<file path="src/hw/seq_gain_consts.svh">
`ifndef SEQ_GAIN_CONSTS_SVH
`define SEQ_GAIN_CONSTS_SVH

// Register offsets
`define OFS_STEP0_GAIN_LOW   8'hD4
`define OFS_STEP0_GAIN_HIGH  8'hD5
`define OFS_STEP1_GAIN_LOW   8'hD6
`define OFS_STEP1_GAIN_HIGH  8'hD7
`define OFS_STEP2_GAIN_LOW   8'hD8
`define OFS_STEP2_GAIN_HIGH  8'hD9
`define OFS_STEP3_GAIN_LOW   8'hDA
`define OFS_STEP3_GAIN_HIGH  8'hDB
`define OFS_ROUTE_LOW        8'hDC
`define OFS_ROUTE_HIGH       8'hDD

// Field positions
`define MOD0_GAIN_LSB        0
`define MOD1_GAIN_LSB        4
`define MOD2_GAIN_LSB        0

// Reset values
`define GAIN_RST             4'h8
`define ROUTE_LOW_RST        8'h66
`define ROUTE_HIGH_RST       4'h6

// Highest defined gain code
`define GAIN_CODE_MAX        4'hD

`endif

</file>
<file path="src/hw/seq_gain_pkg.sv">
`default_nettype none
package seq_gain_pkg;

   typedef logic [3:0]  gain_code_t;
   typedef logic [1:0]  route_t;
   // Gain in units of one half
   typedef logic [13:0] gain_factor_t;
   // One-hot {modulator2, modulator1, modulator0}, zero when unconnected
   typedef logic [2:0]  conn_t;

   typedef struct packed {
      gain_code_t mod2;
      gain_code_t mod1;
      gain_code_t mod0;
   } step_gains_t;

   typedef step_gains_t  [3:0]      all_gains_t;
   typedef route_t       [5:0]      routes_t;
   typedef gain_factor_t [3:0][2:0] factors_t;
   typedef conn_t        [5:0]      conn_matrix_t;

   typedef struct packed {
      logic       wrEn;
      logic       rdEn;
      logic [7:0] addr;
      logic [7:0] wrData;
   } reg_req_t;

   typedef struct packed {
      logic       valid;
      logic [7:0] data;
   } reg_rsp_t;

endpackage
`default_nettype wire

</file>
<file path="src/hw/seq_gain_config.sv">
`timescale 1ns/1ps
`default_nettype none
`include "seq_gain_consts.svh"


module seq_gain_config
(
   // Clock and reset
   input  wire  logic                       ref_clk,
   input  wire  logic                       srst,
   // Register access from the serial interface
   input  wire  seq_gain_pkg::reg_req_t     regReq,
   output var   seq_gain_pkg::reg_rsp_t     regRsp,
   // Automatic gain control updates for step 0
   input  wire  logic                       agcActive,
   input  wire  logic                       agcWrEn,
   input  wire  seq_gain_pkg::step_gains_t  agcGains,
   // Configuration to the sequencer
   output var   seq_gain_pkg::all_gains_t   gainCode,
   output var   seq_gain_pkg::routes_t      step0Route,
   output var   seq_gain_pkg::factors_t     gainFactor,
   output var   seq_gain_pkg::conn_matrix_t diodeConn
);
   import seq_gain_pkg::*;

   typedef struct packed {
      all_gains_t gain;
      logic [7:0] routeLow;
      logic [3:0] routeHigh;
      reg_rsp_t   rsp;
   } cfg_state_t;

   cfg_state_t st_r;
   cfg_state_t st_nxt;

   function automatic logic isGainAddr(input logic [7:0] a);
      return (a >= `OFS_STEP0_GAIN_LOW) && (a <= `OFS_STEP3_GAIN_HIGH);
   endfunction

   // Step index and high/low select of a gain register address
   function automatic logic [2:0] gainSlot(input logic [7:0] a);
      logic [7:0] rel;
      rel = a - `OFS_STEP0_GAIN_LOW;
      return rel[2:0];
   endfunction

   function automatic logic [7:0] readMux(input cfg_state_t s, input logic [7:0] a);
      logic [7:0] res;
      logic [2:0] slot;
      res  = 8'h00;
      slot = gainSlot(a);
      if (isGainAddr(a))
      begin
         if (slot[0])
            res = {4'h0, s.gain[slot[2:1]].mod2};
         else
            res = {s.gain[slot[2:1]].mod1, s.gain[slot[2:1]].mod0};
      end
      else if (a == `OFS_ROUTE_LOW)
      begin
         res = s.routeLow;
      end
      else if (a == `OFS_ROUTE_HIGH)
      begin
         res = {4'h0, s.routeHigh};
      end
      return res;
   endfunction

   always_comb
   begin
      logic [2:0] slot;
      slot = gainSlot(regReq.addr);
      st_nxt = st_r;
      st_nxt.rsp.valid = 1'b0;
      if (regReq.wrEn)
      begin
         if (isGainAddr(regReq.addr))
         begin
            if (slot[0])
            begin
               // Upper nibble dropped
               st_nxt.gain[slot[2:1]].mod2 = regReq.wrData[`MOD2_GAIN_LSB +: 4];
            end
            else
            begin
               st_nxt.gain[slot[2:1]].mod0 = regReq.wrData[`MOD0_GAIN_LSB +: 4];
               st_nxt.gain[slot[2:1]].mod1 = regReq.wrData[`MOD1_GAIN_LSB +: 4];
            end
         end
         else if (regReq.addr == `OFS_ROUTE_LOW)
         begin
            st_nxt.routeLow = regReq.wrData;
         end
         else if (regReq.addr == `OFS_ROUTE_HIGH)
         begin
            st_nxt.routeHigh = regReq.wrData[3:0];
         end
      end
      // Hardware update wins over a simultaneous software write
      if (agcActive && agcWrEn)
      begin
         st_nxt.gain[0] = agcGains;
      end
      if (regReq.rdEn)
      begin
         st_nxt.rsp.data  = readMux(st_r, regReq.addr);
         st_nxt.rsp.valid = 1'b1;
      end
      if (srst)
      begin
         st_nxt.gain      = {4{{`GAIN_RST, `GAIN_RST, `GAIN_RST}}};
         st_nxt.routeLow  = `ROUTE_LOW_RST;
         st_nxt.routeHigh = `ROUTE_HIGH_RST;
         st_nxt.rsp       = '0;
      end
   end

   always_ff @(posedge ref_clk)
   begin
      st_r <= st_nxt;
   end

   assign regRsp     = st_r.rsp;
   assign gainCode   = st_r.gain;
   assign step0Route = {st_r.routeHigh, st_r.routeLow};

   gain_route_decode u_decode
   (
      .ref_clk    (ref_clk),
      .srst       (srst),
      .gains      (st_r.gain),
      .routes     ({st_r.routeHigh, st_r.routeLow}),
      .gainFactor (gainFactor),
      .diodeConn  (diodeConn)
   );

   // Checks
   logic agcHit;
   assign agcHit = agcActive && agcWrEn;

   a_gain_reset: assert property (@(posedge ref_clk)
      srst |=> (gainCode[3].mod2 == 4'h8) && (gainCode[0].mod0 == 4'h8)
               && (gainCode[2].mod1 == 4'h8))
      else $error("gain codes not 0x8 after reset");
   a_route_reset: assert property (@(posedge ref_clk)
      srst |=> (step0Route[3:0] == {2'h1, 2'h2, 2'h1, 2'h2}))
      else $error("step-0 routes not 0x66 after reset");
   a_route5_reset: assert property (@(posedge ref_clk)
      srst |=> (step0Route[5] == 2'h1) && (step0Route[4] == 2'h2))
      else $error("diode 4/5 routes wrong after reset");
   a_agc_update: assert property (@(posedge ref_clk) disable iff (srst)
      agcHit |=> (gainCode[0] == $past(agcGains)))
      else $error("gain control update not stored in step 0");
   a_agc_readback: assert property (@(posedge ref_clk) disable iff (srst)
      agcHit ##1 (regReq.rdEn && regReq.addr == 8'hD4 && !agcHit && !regReq.wrEn)
      |=> regRsp.valid && regRsp.data == {$past(agcGains.mod1, 2), $past(agcGains.mod0, 2)})
      else $error("gain control value not visible on read");
   a_low_write: assert property (@(posedge ref_clk) disable iff (srst)
      (regReq.wrEn && regReq.addr == 8'hD8) |=>
      (gainCode[2].mod0 == $past(regReq.wrData[3:0]))
      && (gainCode[2].mod1 == $past(regReq.wrData[7:4])))
      else $error("step 2 low gain fields misplaced");
   a_high_write: assert property (@(posedge ref_clk) disable iff (srst)
      (regReq.wrEn && regReq.addr == 8'hDB) |=>
      (gainCode[3].mod2 == $past(regReq.wrData[3:0])) && $stable(gainCode[3].mod0))
      else $error("step 3 high gain field misplaced");
   a_route_write: assert property (@(posedge ref_clk) disable iff (srst)
      (regReq.wrEn && regReq.addr == 8'hDC) |=>
      (step0Route[3] == $past(regReq.wrData[7:6])) && (step0Route[0] == $past(regReq.wrData[1:0])))
      else $error("step-0 route fields misplaced");
   a_reserved_read: assert property (@(posedge ref_clk) disable iff (srst)
      (regReq.rdEn && regReq.addr inside {8'hD5, 8'hD7, 8'hD9, 8'hDB}) |=>
      regRsp.valid && (regRsp.data[7:4] == 4'h0))
      else $error("reserved gain bits not zero on read");
   a_gain_hold: assert property (@(posedge ref_clk) disable iff (srst)
      (!regReq.wrEn && !agcHit) |=> $stable(gainCode))
      else $error("gain codes changed without a write");
   a_route_high_write: assert property (@(posedge ref_clk) disable iff (srst)
      (regReq.wrEn && regReq.addr == 8'hDD) |=>
      (step0Route[5] == $past(regReq.wrData[3:2]))
      && (step0Route[4] == $past(regReq.wrData[1:0])))
      else $error("diode 4/5 route fields misplaced");
   a_low_read: assert property (@(posedge ref_clk) disable iff (srst)
      (regReq.rdEn && regReq.addr == 8'hD4) |=>
      (regRsp.data == {$past(gainCode[0].mod1), $past(gainCode[0].mod0)}))
      else $error("step 0 low gain read misplaced");
   a_read_valid: assert property (@(posedge ref_clk) disable iff (srst)
      !$past(srst) |-> (regRsp.valid == $past(regReq.rdEn)))
      else $error("read valid does not follow the read strobe");
   a_rsp_hold: assert property (@(posedge ref_clk) disable iff (srst)
      !regReq.rdEn |=> $stable(regRsp.data))
      else $error("read data changed without a read");
   a_route_hold: assert property (@(posedge ref_clk) disable iff (srst)
      !regReq.wrEn |=> $stable(step0Route))
      else $error("routes changed without a write");
   a_agc_ignored: assert property (@(posedge ref_clk) disable iff (srst)
      (agcWrEn && !agcActive && !regReq.wrEn) |=> $stable(gainCode[0]))
      else $error("gain control update taken while inactive");
   a_unmapped_write: assert property (@(posedge ref_clk) disable iff (srst)
      (regReq.wrEn && !(regReq.addr inside {[8'hD4:8'hDD]}) && !agcHit) |=>
      $stable(gainCode) && $stable(step0Route))
      else $error("write to an unmapped address changed a register");

   c_agc_update: cover property (@(posedge ref_clk) disable iff (srst) agcHit);
   c_route_write: cover property (@(posedge ref_clk) disable iff (srst)
      regReq.wrEn && regReq.addr == 8'hDC);
   c_write_then_read: cover property (@(posedge ref_clk) disable iff (srst)
      (regReq.wrEn && regReq.addr == 8'hD7) ##1 (regReq.rdEn && regReq.addr == 8'hD7));
   c_agc_ignored: cover property (@(posedge ref_clk) disable iff (srst)
      agcWrEn && !agcActive);
   c_route_high_write: cover property (@(posedge ref_clk) disable iff (srst)
      regReq.wrEn && regReq.addr == 8'hDD);

endmodule
`default_nettype wire

</file>
<file path="src/hw/gain_route_decode.sv">
`timescale 1ns/1ps
`default_nettype none
`include "seq_gain_consts.svh"

module gain_route_decode
(
   // Clock and reset
   input  wire  logic                       ref_clk,
   input  wire  logic                       srst,
   // Stored configuration
   input  wire  seq_gain_pkg::all_gains_t   gains,
   input  wire  seq_gain_pkg::routes_t      routes,
   // Decoded settings
   output var   seq_gain_pkg::factors_t     gainFactor,
   output var   seq_gain_pkg::conn_matrix_t diodeConn
);
   import seq_gain_pkg::*;

   typedef struct packed {
      factors_t     factor;
      conn_matrix_t conn;
   } dec_state_t;

   dec_state_t st_r;
   dec_state_t st_nxt;

   // Power of two in halves; undefined codes clamp to the top gain
   function automatic gain_factor_t codeToFactor(input gain_code_t code);
      gain_code_t c;
      c = (code > `GAIN_CODE_MAX) ? `GAIN_CODE_MAX : code;
      return gain_factor_t'(14'h0001 << c);
   endfunction

   function automatic conn_t routeToConn(input route_t sel);
      conn_t res;
      case (sel)
         2'h0:    res = 3'h0;
         2'h1:    res = 3'h1;
         2'h2:    res = 3'h2;
         2'h3:    res = 3'h4;
         default: res = 3'h0;
      endcase
      return res;
   endfunction

   always_comb
   begin
      st_nxt = st_r;
      for (int s = 0; s < 4; s++)
      begin
         st_nxt.factor[s][0] = codeToFactor(gains[s].mod0);
         st_nxt.factor[s][1] = codeToFactor(gains[s].mod1);
         st_nxt.factor[s][2] = codeToFactor(gains[s].mod2);
      end
      for (int d = 0; d < 6; d++)
      begin
         st_nxt.conn[d] = routeToConn(routes[d]);
      end
      if (srst)
      begin
         st_nxt = '0;
      end
   end

   always_ff @(posedge ref_clk)
   begin
      st_r <= st_nxt;
   end

   assign gainFactor = st_r.factor;
   assign diodeConn  = st_r.conn;

   a_route_decode: assert property (@(posedge ref_clk) disable iff (srst)
      !$past(srst) |-> (diodeConn[0] == (($past(routes[0]) == 2'h0) ? 3'h0 :
                        3'(3'h1 << ($past(routes[0]) - 2'h1)))))
      else $error("diode 0 connection does not follow its selector");
   a_route_onehot: assert property (@(posedge ref_clk) disable iff (srst)
      !$past(srst) |-> $onehot0(diodeConn[3])
      && ((diodeConn[3] == 3'h0) == ($past(routes[3]) == 2'h0)))
      else $error("diode 3 connection not one-hot or wrongly unconnected");
   a_gain_factor: assert property (@(posedge ref_clk) disable iff (srst)
      !$past(srst) |->
      ($past(gains[1].mod1) != 4'h0 || gainFactor[1][1] == 14'h0001) &&
      ($past(gains[1].mod1) != 4'hD || gainFactor[1][1] == 14'h2000))
      else $error("gain code does not map to its power of two");

endmodule
`default_nettype wire

</file>
<file path="config.mk">
export PLATFORM = sky130hd
export DESIGN_NAME = seq_gain_config
export DESIGN_NICKNAME = d
export VERILOG_FILES = /design/src/hw/seq_gain_pkg.sv /design/src/hw/seq_gain_config.sv /design/src/hw/gain_route_decode.sv
export VERILOG_INCLUDE_DIRS = /design/src /design/src/hw
export SDC_FILE = /design/constraint.sdc
export NUM_CORES = 1
export LEC_CHECK = 0
export CAP_MARGIN = 25
export CELL_PAD_IN_SITES_DETAIL_PLACEMENT = 0
export CELL_PAD_IN_SITES_GLOBAL_PLACEMENT = 1
export CORE_UTILIZATION = 50
export CTS_CLUSTER_DIAMETER = 100
export DETAILED_ROUTE_END_ITERATION = 8
export DONT_BUFFER_PORTS = 1
export PLACE_DENSITY = 0.84
export REMOVE_ABC_BUFFERS = 1
export SLEW_MARGIN = 20
export SYNTH_ARGS = -nofsm -noshare
export SYNTH_HDL_FRONTEND = slang
export SYNTH_SLANG_ARGS = --single-unit
</file>
<file path="constraint.sdc">
create_clock -name ref_clk -period 3.58 [get_ports ref_clk]
set_input_delay 0 -clock ref_clk [delete_from_list [all_inputs] [get_ports ref_clk]]
set_output_delay 0 -clock ref_clk [all_outputs]
set_load 0.01 [all_outputs]
</file>
# Word-level counts from Yosys, hierarchy flattened
# Index checks and enable logic that the tools add are counted.
# Widths: inputs -> output; s select.
totals:
  register_bits: 255
  inputBits: 34
  output_inout_bits: 255
  elab_cells: 142
op_classes:
  n_addsub: 1
  n_lt_le_gt_ge: 16
  eq_ne: 20
  shift: 12
  n_mux: 42
  bitwise: 2
  n_reduce_logical: 15
op_table:
  columns: ["cell", "count"]
  rows:
  - ["$shl 1x4->14 const A", 12]
  - ["$bwmux 48", 3]
  - ["$demux 12 s2", 3]
  - ["$pmux 3 s4", 6]
  - ["$mux 4", 16]
  - ["$mux 12", 5]
  - ["$gt 4x4->1 const B", 12]
  - ["$mux 48", 1]
  - ["$mux 8", 5]
  - ["$bmux 12 s2", 1]
  - ["$eq 2x2->1 const B", 12]
  - ["$mux 24", 1]
  - ["$eq 8x8->1 const B", 2]
  - ["$eq 2x1->1 const B", 6]
  - ["$logic_not 2->1", 6]
  - ["$mux 9", 1]
  - ["$ge 8x8->1 const B", 1]
  - ["$le 8x8->1 const B", 1]
  - ["$reduce_and 2->1", 2]
  - ["$reduce_and 4->1", 1]
  - ["$reduce_bool 2->1", 2]
  - ["$logic_and 1x1->1", 3]
  - ["$lt 2x3->1 const B", 1]
  - ["$reduce_and 3->1", 1]
  - ["3 further kinds", 4]

# Logic depth before layout (Yosys ltp)
# Gate-level depths: netlist (run 1).
depth:
  depth_word: 11
  mapped_depth: 7
  ltp_nobuf: 4

# Cells and area by module
# A second synthesis (run 1) with hierarchy kept.
hier_totals:
  hier_cells: 809
  area_unflattened_um2: 8793.4
modules_own_cells:
  columns: ["module", "n_inst", "cells_each", "area_each_um2", "seq_area_each_um2"]
  rows:
  - ["gain_route_decode", 1, 472, 5495.3, 3723.6]
  - ["seq_gain_config", 1, 337, 3298.2, 1381.3]

# Worst setup path before layout (run 1)
# No wires, ideal clock.
synth_path:
  path_kind: "input to register"
  from: "input port regReq[9] (netlist name)"
  to: "register st_r, in the netlist gainCode[0]"
  setup_ps: 86
  arrival_time_ps: 1394
  slack_ps: 2101
  cell_stages: 6
  path_buffers: 2
  path_cell_list: "clkbuf_1 > nand3b_1 > or4_1 > buf_2 > mux2i_1 > a211oi_1"
synth_via:
  elab_chain_cells: 11
synth_rtl:
  columns: ["item", "line_no", "source"]
  rows:
  - ["from (decl)", "seq_gain_config.sv:12", "input wire seq_gain_pkg::reg_req_t regReq,"]
  - ["$sub 3x3->3 (no source line)", null, null]
  - ["$lt 2x3->1 or $ge 2x1->1 (tied branches)", "seq_gain_config.sv:87", "st_nxt.gain[slot[2:1]].mod0 = regReq.wrData[`MOD0_GAIN_LSB +: 4];"]
  - ["$logic_and 1x1->1", "seq_gain_config.sv:87", null]
  - ["$mux 4", "seq_gain_config.sv:87", null]
  - ["$demux 12 s2", "seq_gain_config.sv:87", null]
  - ["$bwmux 48", "seq_gain_config.sv:87", null]
  - ["$bwmux 48", "seq_gain_config.sv:88", "st_nxt.gain[slot[2:1]].mod1 = regReq.wrData[`MOD1_GAIN_LSB +: 4];"]
  - ["$mux 48", "seq_gain_config.sv:80", "if (slot[0])"]
  - ["$mux 12", "seq_gain_config.sv:78", "if (isGainAddr(regReq.addr))"]
  - ["$mux 24", "seq_gain_config.sv:76", "if (regReq.wrEn)"]
  - ["$mux 12", "seq_gain_config.sv:101", "if (agcActive && agcWrEn)"]
  - ["to (signal assigned)", "seq_gain_config.sv:121", "st_r <= st_nxt;"]
  - ["to (decl)", "seq_gain_config.sv:33", "cfg_state_t st_r;"]
# Several ways; a longest one is shown, not always the timed one. The select of a mux whose other input is x is not followed.
# A chain may end at the register's enable or synchronous reset.

# Worst setup path in the final report (run 1)
layout_path:
  from: "input port regReq[10] (netlist name)"
  to: "register st_r, in the netlist gainCode[36]"
layout_via:
  elab_chain_cells: 8
layout_rtl:
  columns: ["item", "line_no"]
  rows:
  - ["$sub 3x3->3 (no source line)", null]
  - ["$lt 2x3->1 or $ge 2x1->1 (tied branches)", "seq_gain_config.sv:87"]
  - ["$logic_and 1x1->1", "seq_gain_config.sv:87"]
  - ["$mux 4", "seq_gain_config.sv:87"]
  - ["$demux 12 s2", "seq_gain_config.sv:87"]
  - ["$bwmux 48", "seq_gain_config.sv:87"]
  - ["$bwmux 48", "seq_gain_config.sv:88"]
  - ["$mux 48", "seq_gain_config.sv:80"]
# Several ways; a longest one is shown, not always the timed one.

==> summary.md, run 1 <==
| Metric | Value |
|---|---|
| Fin Hold WS | `approximately 0.012 ns` |
| Area Growth Syn to Fin | `16.5%` |
| Gr ovfl total | `0` |
| P_leak | `3.64 nW` |
| Worst Path Arrival | `about 3.4 ns` |
| Clk pwr share | `0.471` |
| Vias | `slightly above 6000` |
| RSZ-0062 raised after global routing | `no` |
| Setup violations, final | `0` |
| Clk pin slew, worst setup/hold paths | `about 0.06 ns` |
| Final Cycle Share | `0.851` |
| Fillers | `~1400` |
| Post-CTS setup buffer count | `0` |
| Rows | `between 40 and 50` |
| Largest net degree at the start of global routing | `between 100 and 150` |
| Post-Place Cells | `around 990` |
| Dominant cells by area after synthesis | `dfxtp_1 (61%), nor2_1 (8.5%), mux2i_1 (5.7%), nor3_1 (3.8%), mux4_2 (2.4%)` |
| Die Wd | `approximately 130 um` |
| DP HPWL | `14.8 mm` |
| Hold depth | `4` |
| YS warnings | `0` |
| Mapped Area | `~0.0084 mm^2` |
| Layout cells sized above 1 | `0.0878` |
| Comb power frac | `0.031` |
| Worst-path fanout max | `14` |
| DRC violations left | `0` |
| Largest area contributor in the netlist | `dfxtp_1` |
| Maximum clock rate | `328 MHz` |
| Critical Path End Type | `flop` |
| Via density | `about 5.7` |
| Ys async rst share | `0` |
| Worst vdd ir | `roughly 340 uV` |
| DRT iter0 DRCs | `around 310` |
| Post-synthesis cell count | `824` |
| Die H | `about 130 um` |
| Final Skew | `approximately 0.0069 ns` |
| H-tree depth | `1` |
| CP Data Required Time | `~4.0 ns` |
| Worst-skew pair later-pin latency | `approximately 0.51 ns` |
| Core ar. | `about 0.017 mm^2` |
| Max-slew violations | `0` |
| Post-route insts no fill | `roughly 1100` |
| Switching pwr | `roughly 1.2 mW` |
| CTS root buffer | `clkbuf_16` |
| Top-Level Pins | `about 290` |
| DRT Wirelength | `22.0 mm` |
| MaxCap Viol Count | `0` |
| Place WS | `roughly 1.9 ns` |
| Power per cell area | `approximately 600 mW/mm^2` |
| Min Tclk post-route | `3.05 ns` |
| Worst setup SP type | `input pin` |
| First-pass GRT wire length | `around 34 mm` |
| Vias in the first global route | `between 5000 and 6000` |
| Clock sinks | `about 260` |
| Worst hold path type | `in2reg` |
| Setup TNS | `0 ns` |
| Total CTS buffers | `25` |
| Flop pwr share | `0.498` |
| Slew HR | `0.316` |
| CTS tree | `built` |
| Outcome | `finished clean` |
| Crit path kind | `in2reg` |
| Mapped Avg Cell Area | `just over 10 um^2` |
| # nets final | `870` |
| Final Hold Fails | `0` |
| First-pass DRT Iterations | `5` |
| Worst R2R Path Depth | `4` |
| Register area share after synthesis | `0.607` |
| GP Congestion | `0.842` |
| Inserted Diodes | `0` |
| PortBufs | `0` |
| EDFF count, synth | `0` |
| GRT Total Usage | `0.246` |
| Final worst slack | `~0.53 ns` |
| Switching share of power | `0.208` |
| Synth top area share | `0.607` |
| Initial antenna violation count | `0` |
| Antenna Nets Post-Route | `0` |
| Initial Util | `0.509` |
| Least-Margin Pin Slew | `about 1 ns` |
| WL per Instance | `about 20 um` |
| Clock Tree Buf Depth | `3` |
| Internal power | `around 4.6 mW` |
| Yosys reg bits | `255` |
| Die area | `~0.017 mm^2` |
| Top FF cell, synth | `dfxtp_1` |
| Netlist cell types | `39` |
synth_stat cells, types with 4 or more instances:
library cell and n:
dfxtp_1 255, nor2_1 190, nor3_1 64, mux2i_1 48
clkbuf_1 47, nand2_1 33, nand2b_1 28, nand3b_1 17
nor3b_1 14, a211oi_1 13, or3_1 12, a211o_1 9
mux4_2 9, buf_2 8, nor2b_1 8, or3b_2 8
o21ai_0 7, a21oi_1 6, and3b_1 6, nor4_1 6
a22oi_1 4
layer usage:
| layer | GRT usage | share of wire | up-vias |
|---|---|---|---|
| li1 | - | - | 2816 |
| met1 | 0.293 | 0.39 | 2955 |
| met2 | 0.424 | 0.50 | 275 |
| met3 | 0.0661 | 0.080 | 44 |
| met4 | 0.0911 | 0.028 | 0 |
| met5 | 0 | 0 | - |
final cells by class:
class | count | area (um^2) | area share
flip-flops and latches | 255 | 5100 | 0.521
multi-input cells | 508 | 3090 | 0.315
clock buffers | 29 | 671 | 0.0684
repair buffers | 43 | 445 | 0.0454
well taps | 220 | 275 | 0.0281
clock inverters | 16 | 210 | 0.0214
inverters | 3 | 11.3 | 0.00115
critical path, cell delays in order:
cell,delay [ns]
dlygate4sd3_1,0.82
nand3b_1,0.27
dlygate4sd3_1,0.61
nor3_2,0.85
mux2i_1,0.27
nor2_1,0.05
dlygate4sd3_1,0.57
path summary, 6_finish.rpt:
check	startpoint	to	slack [ns]
hold reg to reg	regRsp[6]$_SDFFE_PP0P_	regRsp[6]$_SDFFE_PP0P_	0.55
hold / removal	regReq[9]	regRsp[0]$_SDFFE_PP0P_	0.01
setup reg to reg	gainCode[4]$_SDFFE_PP0P_	regRsp[4]$_SDFFE_PP0P_	1.60
setup / recovery	regReq[10]	gainCode[36]$_SDFFE_PP0P_	0.53
cells in the final DEF (no fill, tap or decap), types with 14 or more instances in the layout:
master         Yosys  routed
clkbuf_16          0      25
dfxtp_1          255     255
dlygate4sd3_1      0      41
mux2i_1           48      48
nand2_1           33      33
nand2b_1          28      28
nand3b_1          17      17
nor2_1           190     190
nor3_1            64      62
nor3b_1           14      14
power groups by stage:
stage | Clock, mW | Combinational (mW) | Sequential, mW
final | 2.76 | 0.180 | 2.92
after global routing | 2.92 | 0.194 | 2.93
after CTS | 2.80 | 0.179 | 2.92
after detailed placement | 0 | 0.0958 | 2.99
after global placement | 0 | 0.0915 | 2.99
after floorplan | 0 | 0.0807 | 2.97
sequential cells by signal (all words and copies together), names as in the netlist:
| name | flops |
|---|---|
| u_decode.gainFactor | 168 |
| step0Route | 12 |
| regRsp | 9 |
| gainCode | 48 |
| u_decode.diodeConn | 18 |
cells by family (layout without fill, tap and decap cells):
logic type      Yosys count  count (layout)  share of synthesized area
flops                   255             255                      0.607
xor+xnor                  1               1                    0.00104
compound gates           50              50                     0.0430
mux                      60              60                     0.0852
simple gates            397             397                      0.236
buf+inv                  61              91                     0.0284
what timing repair did:
action / CTS / global route
gates resized for setup: 0 / 0
hold buffers: 42 / 0
setup endpoints to repair: 0 / 0
endpoints found under the hold margin: 255 / 0
per-stage QoR:
stage          power, mW   util  area (um^2)
6_report            5.87  0.593         9810
5_1_grt             6.04  0.593         9810
4_1_cts             5.90  0.593         9810
3_5_place_dp        3.08  0.514         8490
3_3_place_gp        3.08  0.514         8490
2_1_floorplan       3.05      -         8190
Note: power is estimated with default switching activity, not from simulation.
==> inputs of run 2 (changes only) <==
--- a/config.mk
+++ b/config.mk
@@ -10,6 +10,7 @@
 export CELL_PAD_IN_SITES_DETAIL_PLACEMENT = 0
 export CELL_PAD_IN_SITES_GLOBAL_PLACEMENT = 1
 export CORE_UTILIZATION = 50
+export CTS_BUF_LIST = sky130_fd_sc_hd__clkbuf_2
 export CTS_CLUSTER_DIAMETER = 100
 export DETAILED_ROUTE_END_ITERATION = 8
 export DONT_BUFFER_PORTS = 1
==> summary.md, run 2 (synthesis gave the netlist of run 1 again) <==
| Metric | Value |
|---|---|
| Outcome | `finished clean` |
| Initial Util | `0.509 (unchanged)` |
| Worst Path Arrival | `3.96 ns (+0.52 ns)` |
| GP Congestion | `0.842 (unchanged)` |
| Internal power | `3.59 mW (-23%)` |
| Die H | `132 um (unchanged)` |
| GRT Total Usage | `0.256 (+0.0104)` |
| Flop pwr share | `0.606 (+0.108)` |
| Final Cycle Share | `0.911 (+0.0602)` |
| Vias | `6418 (+5.4%)` |
| Post-Place Cells | `987 (unchanged)` |
| WL per Instance | `19.4 um (-5.7%)` |
| Switching pwr | `1.23 mW (+0.66%)` |
| PortBufs | `0 (unchanged)` |
| Worst setup SP type | `input pin` |
| Switching share of power | `0.255 (+0.0469)` |
| DRT Wirelength | `22.7 mm (+3.0%)` |
| Core ar. | `0.0165 mm^2 (unchanged)` |
| Clock sinks | `255 (unchanged)` |
| Cell mode on critical path | `dlygate4sd3_1` |
| Min Tclk post-route | `3.26 ns (+0.215 ns)` |
| Antenna Nets Post-Route | `0 (unchanged)` |
| Top-Level Pins | `289 (unchanged)` |
| Multi-input gate area | `0.00309 mm^2 (unchanged)` |
| Total CTS buffers | `59 (+140%)` |
| CTS root buffer | `clkbuf_2` |
| Layout cells sized above 1 | `0.124 (+0.0363)` |
| Clock Tree Buf Depth | `3 (unchanged)` |
| Worst vdd ir | `253 uV (-25%)` |
| Final Hold Fails | `0 (unchanged)` |
| Fillers | `1413 (+3.3%)` |
| M1 WL | `8.95 mm (+2.9%)` |
| Worst R2R Path Depth | `4 (unchanged)` |
| Clk pwr share | `0.351 (-0.120)` |
| DP HPWL | `14.8 mm (unchanged)` |
| Cell count along the critical path | `8 (+1)` |
| Delay-heaviest family, CP | `buffers and inverters` |
| Most frequent cells in the layout | `dfxtp_1 (255), nor2_1 (190), clkbuf_2 (84)` |
| Max-slew violations | `0 (unchanged)` |
| Critical Path End Type | `flop` |
| Via density | `5.47 (-3.5%)` |
| First-pass GRT wire length | `35.2 mm (+4.3%)` |
| Largest stage delay, worst path | `0.80 ns (-0.05 ns)` |
| Cells along the critical path | `dlygate4sd3_1, nand2b_1, dlygate4sd3_1, nor3_2, mux2i_1, dlygate4sd3_1, nor2_1, dlygate4sd3_1` |
| Die area | `0.0174 mm^2 (unchanged)` |
| Metal2 WL | `11.2 mm (+1.8%)` |
| # nets final | `940 (+8.0%)` |
| Largest net degree at the start of global routing | `139 (unchanged)` |
| Comb power frac | `0.043 (+0.012)` |
| Worst hold path type | `in2reg` |
| DRC violations left | `0 (unchanged)` |
| Slew HR | `0.346 (+0.0301)` |
| Initial antenna violation count | `2 (+2)` |
| Fin Hold WS | `0.0875 ns (+0.0752 ns)` |
| Final Skew | `0.0386 ns (+0.0317 ns)` |
| DRT iter0 DRCs | `276 (-11%)` |
| Post-route insts no fill | `1173 (+9.2%)` |
| Routed wire length on met3 | `1.83 mm (+4.1%)` |
| RSZ-0062 raised after global routing | `no` |
| WP buf/inv | `4 (+1)` |
| Vias in the first global route | `6514 (+9.7%)` |
| Least-Margin Pin Slew | `0.976 ns (-0.0450 ns)` |
| Gr ovfl total | `0 (unchanged)` |
| Area Growth Syn to Fin | `16.4% (about the same)` |
| Setup TNS | `0 ns (unchanged)` |
| First-pass DRT Iterations | `4 (-1)` |
| MaxCap Viol Count | `0 (unchanged)` |
| Worst-path fanout max | `16 (+2)` |
| Top Metal Used | `met4` |
| Commonest non-fill, non-tap cell in the layout | `dfxtp_1` |
| H-tree depth | `2 (+1)` |
| Slowest-stage cell, CP | `dlygate4sd3_1` |
| Hold depth | `2 (-2)` |
| Crit path kind | `in2reg` |
| Tot Pwr | `4.82 mW (-18%)` |
| Flip-flop and latch area | `0.00510 mm^2 (unchanged)` |
| Setup violations, final | `0 (unchanged)` |
| CTS tree | `built` |
| Final design utilization | `0.593 (about the same)` |
| Die Wd | `132 um (unchanged)` |
| Reg2Reg Setup Slack | `1.55 ns (-0.05 ns)` |
| Post-cts gate resize count | `0 (unchanged)` |
| Max reg flops | `168 (unchanged)` |
| Power per cell area | `492 mW/mm^2 (-18%)` |
| P_leak | `3.76 nW (+3.5%)` |
| Rows | `47 (unchanged)` |
| CP Data Required Time | `4.28 ns (+0.31 ns)` |
| Worst-skew pair later-pin latency | `0.80 ns (+0.29 ns)` |
| Maximum clock rate | `307 MHz (-6.6%)` |
| Clk pin slew, worst setup/hold paths | `0.11 ns (+0.05 ns)` |
run 2: power groups by stage:
| stage | Sequential (mW) | Clock [mW] | Combinational (mW) |
|---|---|---|---|
| after floorplan | 2.97 | 0 | 0.0807 |
| final | 2.92 | 1.69 | 0.206 |
| after CTS | 2.92 | 1.74 | 0.199 |
| after global placement | 2.99 | 0 | 0.0915 |
| after detailed placement | 2.99 | 0 | 0.0958 |
| after global routing | 2.93 | 1.89 | 0.222 |
run 2: path summary, 6_finish.rpt:
kind / startpoint / endpoint
setup / recovery: regReq[8] / gainCode[37]$_SDFFE_PP0P_
hold / removal: regReq[5] / step0Route[5]$_SDFFE_PP1P_
setup reg to reg: gainCode[4]$_SDFFE_PP0P_ / regRsp[4]$_SDFFE_PP0P_
hold reg to reg: regRsp[5]$_SDFFE_PP0P_ / regRsp[5]$_SDFFE_PP0P_
run 2: what timing repair did:
action / in CTS / in global routing
hold endpoints to repair: 255 / 0
hold buffers: 77 / 0
setup buffers: 0 / 0
run 2: metal layers:
metal	vias to the layer above	GRT usage
met1	3047	0.292
met4	0	0.125
met2	317	0.431
met5	-	0
li1	2990	-
met3	64	0.0857
run 2: through the flow:
step                      area [um^2]  setup slack [ns]
after detailed placement         8490              1.94
after global routing             9800             0.267
after global placement           8490              2.05
after CTS                        9780             0.448
after floorplan                  8190              1.65
final                            9800             0.318
run 2: worst reg2reg max path: cells and delay by family (launching register included):
family,cells,cell delay [ns]
muxes,1,0.34
DFF,1,0.65
buffers and inverters,1,0.62
AOI/OAI and AO/OA,2,0.32
run 2: area by class of cell:
cell class                      count  area share
Inverter                            3     0.00115
Clock buffer                       84      0.0429
Multi-Input combinational cell    508       0.315
Timing Repair Buffer               79      0.0824
Clock inverter                     22     0.00868
Tap cell                          220      0.0281
Sequential cell                   255       0.521
Antenna cell                        2    0.000511
==> inputs of run 3 (changes only) <==
--- a/config.mk
+++ b/config.mk
@@ -9,14 +9,15 @@
 export CAP_MARGIN = 25
 export CELL_PAD_IN_SITES_DETAIL_PLACEMENT = 0
 export CELL_PAD_IN_SITES_GLOBAL_PLACEMENT = 1
-export CORE_UTILIZATION = 50
+export CORE_UTILIZATION = 35
 export CTS_BUF_LIST = sky130_fd_sc_hd__clkbuf_2
 export CTS_CLUSTER_DIAMETER = 100
 export DETAILED_ROUTE_END_ITERATION = 8
 export DONT_BUFFER_PORTS = 1
-export PLACE_DENSITY = 0.84
+export PLACE_DENSITY = 0.62
 export REMOVE_ABC_BUFFERS = 1
 export SLEW_MARGIN = 20
 export SYNTH_ARGS = -nofsm -noshare
 export SYNTH_HDL_FRONTEND = slang
 export SYNTH_SLANG_ARGS = --single-unit
+export TNS_END_PERCENT = 5
==> constraint.sdc (replaced) <==
create_clock -name ref_clk -period 3.58 [get_ports ref_clk]
set_input_delay 0.716 -clock ref_clk [delete_from_list [all_inputs] [get_ports ref_clk]]
set_output_delay 0.716 -clock ref_clk [all_outputs]
set_load 0.01 [all_outputs]
==> summary.md, run 3 (synthesis gave the netlist of run 1 again) <==
| Metric | Value |
|---|---|
| Crit path kind | `reg2out` |
| DRT iter0 DRCs | `345 (+25%)` |
| CTS root buffer | `clkbuf_2` |
| Outcome | `finished clean` |
| Total CTS buffers | `61 (+3.4%)` |
| Die Wd | `157 um (+19%)` |
| Clk pin slew, worst setup/hold paths | `0.12 ns (about the same)` |
| CTS tree | `built` |
| Layout cells sized above 1 | `0.139 (+0.0153)` |
| Final Skew | `0.0454 ns (+0.00685 ns)` |
| Most frequent cells in the layout | `dfxtp_1 (255), nor2_1 (190), clkbuf_2 (89)` |
| Worst-path fanout max | `11 (-5)` |
| Initial Util | `0.357 (-0.152)` |
| Slew HR | `0.394 (+0.0478)` |
| Area Growth Syn to Fin | `11.7%` |
| Largest net degree at the start of global routing | `81 (-42%)` |
| Final Hold Fails | `0 (unchanged)` |
| Worst Path Arrival | `1.55 ns (-2.41 ns)` |
| Min Tclk post-route | `2.26 ns (-0.999 ns)` |
| Reg2Reg Setup Slack | `2.11 ns (+0.56 ns)` |
| Vias | `6103 (-4.9%)` |
| Worst-skew pair later-pin latency | `0.86 ns (+0.06 ns)` |
| Die H | `157 um (+19%)` |
| Critical Path End Type | `output pin` |
| H-tree depth | `2 (unchanged)` |
| Vias in the first global route | `6046 (-7.2%)` |
| Rows | `56 (+19%)` |
| # nets final | `886 (-5.7%)` |
| Setup violations, final | `0 (unchanged)` |
| CP Data Required Time | `2.86 ns (-1.42 ns)` |
| PortBufs | `0 (unchanged)` |
| Worst vdd ir | `282 uV (+11%)` |
| Worst setup SP type | `flop` |
| First-pass GRT wire length | `36.1 mm (+2.6%)` |
| DRT Wirelength | `24.0 mm (+5.8%)` |
| WL per Instance | `19.6 um (+1.4%)` |
| Die area | `0.0247 mm^2 (+42%)` |
| Max-slew violations | `0 (unchanged)` |
| Maximum clock rate | `442 MHz (+44%)` |
| Place WS | `1.25 ns (-0.685 ns)` |
| Least-Margin Pin Slew | `0.905 ns (-0.0713 ns)` |
| Gr ovfl total | `0 (unchanged)` |
| Clock sinks | `255 (unchanged)` |
| GRT Total Usage | `0.193 (-0.0628)` |
| GP Congestion | `0.785 (-6.8%)` |
| Worst hold path type | `in2reg` |
| Clock Tree Buf Depth | `3 (unchanged)` |
| Core ar. | `0.0235 mm^2 (+42%)` |
| Final worst slack | `1.32 ns (+0.999 ns)` |
| First-pass DRT Iterations | `6 (+2)` |
| Post-cts gate resize count | `0 (unchanged)` |
| Antenna Nets Post-Route | `0 (unchanged)` |
| Top-Level Pins | `289 (unchanged)` |
| Initial antenna violation count | `1 (-1)` |
| DRC violations left | `0 (unchanged)` |
| P_leak | `3.55 nW (-5.6%)` |
| MaxCap Viol Count | `0 (unchanged)` |
| Setup TNS | `0 ns (unchanged)` |
| RSZ-0062 raised after global routing | `no` |
| Commonest non-fill, non-tap cell in the layout | `dfxtp_1` |
| Power per cell area | `520 mW/mm^2 (+5.6%)` |
| Via density | `4.99 (-8.9%)` |
| Max reg flops | `168 (unchanged)` |
| DP HPWL | `15.8 mm (+7.0%)` |
| Final Cycle Share | `0.632 (-0.279)` |
-- run 3: metal layers --
layer / global-route usage / up-vias / part of all wire
met5: 0 / - / 0
met4: 0.0717 / 0 / 0.023
met1: 0.237 / 2900 / 0.42
met2: 0.315 / 261 / 0.48
li1: - / 2895 / -
met3: 0.0642 / 47 / 0.084
-- run 3: path summary, 6_finish.rpt --
check | from | endpoint | depth (start not counted)
max | gainCode[25]$_SDFFE_PP0P_ | gainCode[25] | 0
min | regReq[0] | gainCode[0]$_SDFFE_PP0P_ | 2
max reg2reg | gainCode[26]$_SDFFE_PP0P_ | regRsp[2]$_SDFFE_PP0P_ | 3
min reg2reg | regRsp[6]$_SDFFE_PP0P_ | regRsp[6]$_SDFFE_PP0P_ | 2
-- run 3: report_power, final --
part	total (mW)	internal (mW)	switching, mW
Combinational	0.145	0.0637	0.0818
Clock	1.82	0.676	1.14
Sequential	2.92	2.87	0.0541
Total	4.88	3.61	1.28
-- run 3: layout make-up --
cell class | instances | area [um^2]
inverters | 3 | 11.3
clock inverters | 26 | 104
well taps | 319 | 399
flip-flops and latches | 255 | 5100
diodes | 1 | 2.50
multi-input cells | 508 | 3090
clock buffers | 89 | 445
repair buffers | 23 | 245
fillers | 2410 | 14100
-- run 3: repair_timing --
item | CTS | global route
hold buffers | 21 | 1
buffers inserted | 0 | 0
endpoints found under the hold margin | 81 | 2
-- run 3: stage by stage --
step / power (mW) / hold WS [ns] / util / area [um^2] / cells
final: 4.88 / 0.0994 / 0.399 / 9400 / 1224
after floorplan: 3.05 / 0.499 / - / 8190 / 766
after global routing: 5.16 / 0.0129 / 0.399 / 9400 / 1224
after detailed placement: 3.08 / 0.542 / 0.366 / 8610 / 1086
after global placement: 3.08 / 0.532 / 0.366 / 8610 / 1086
after CTS: 4.97 / 0.00359 / 0.399 / 9390 / 1222
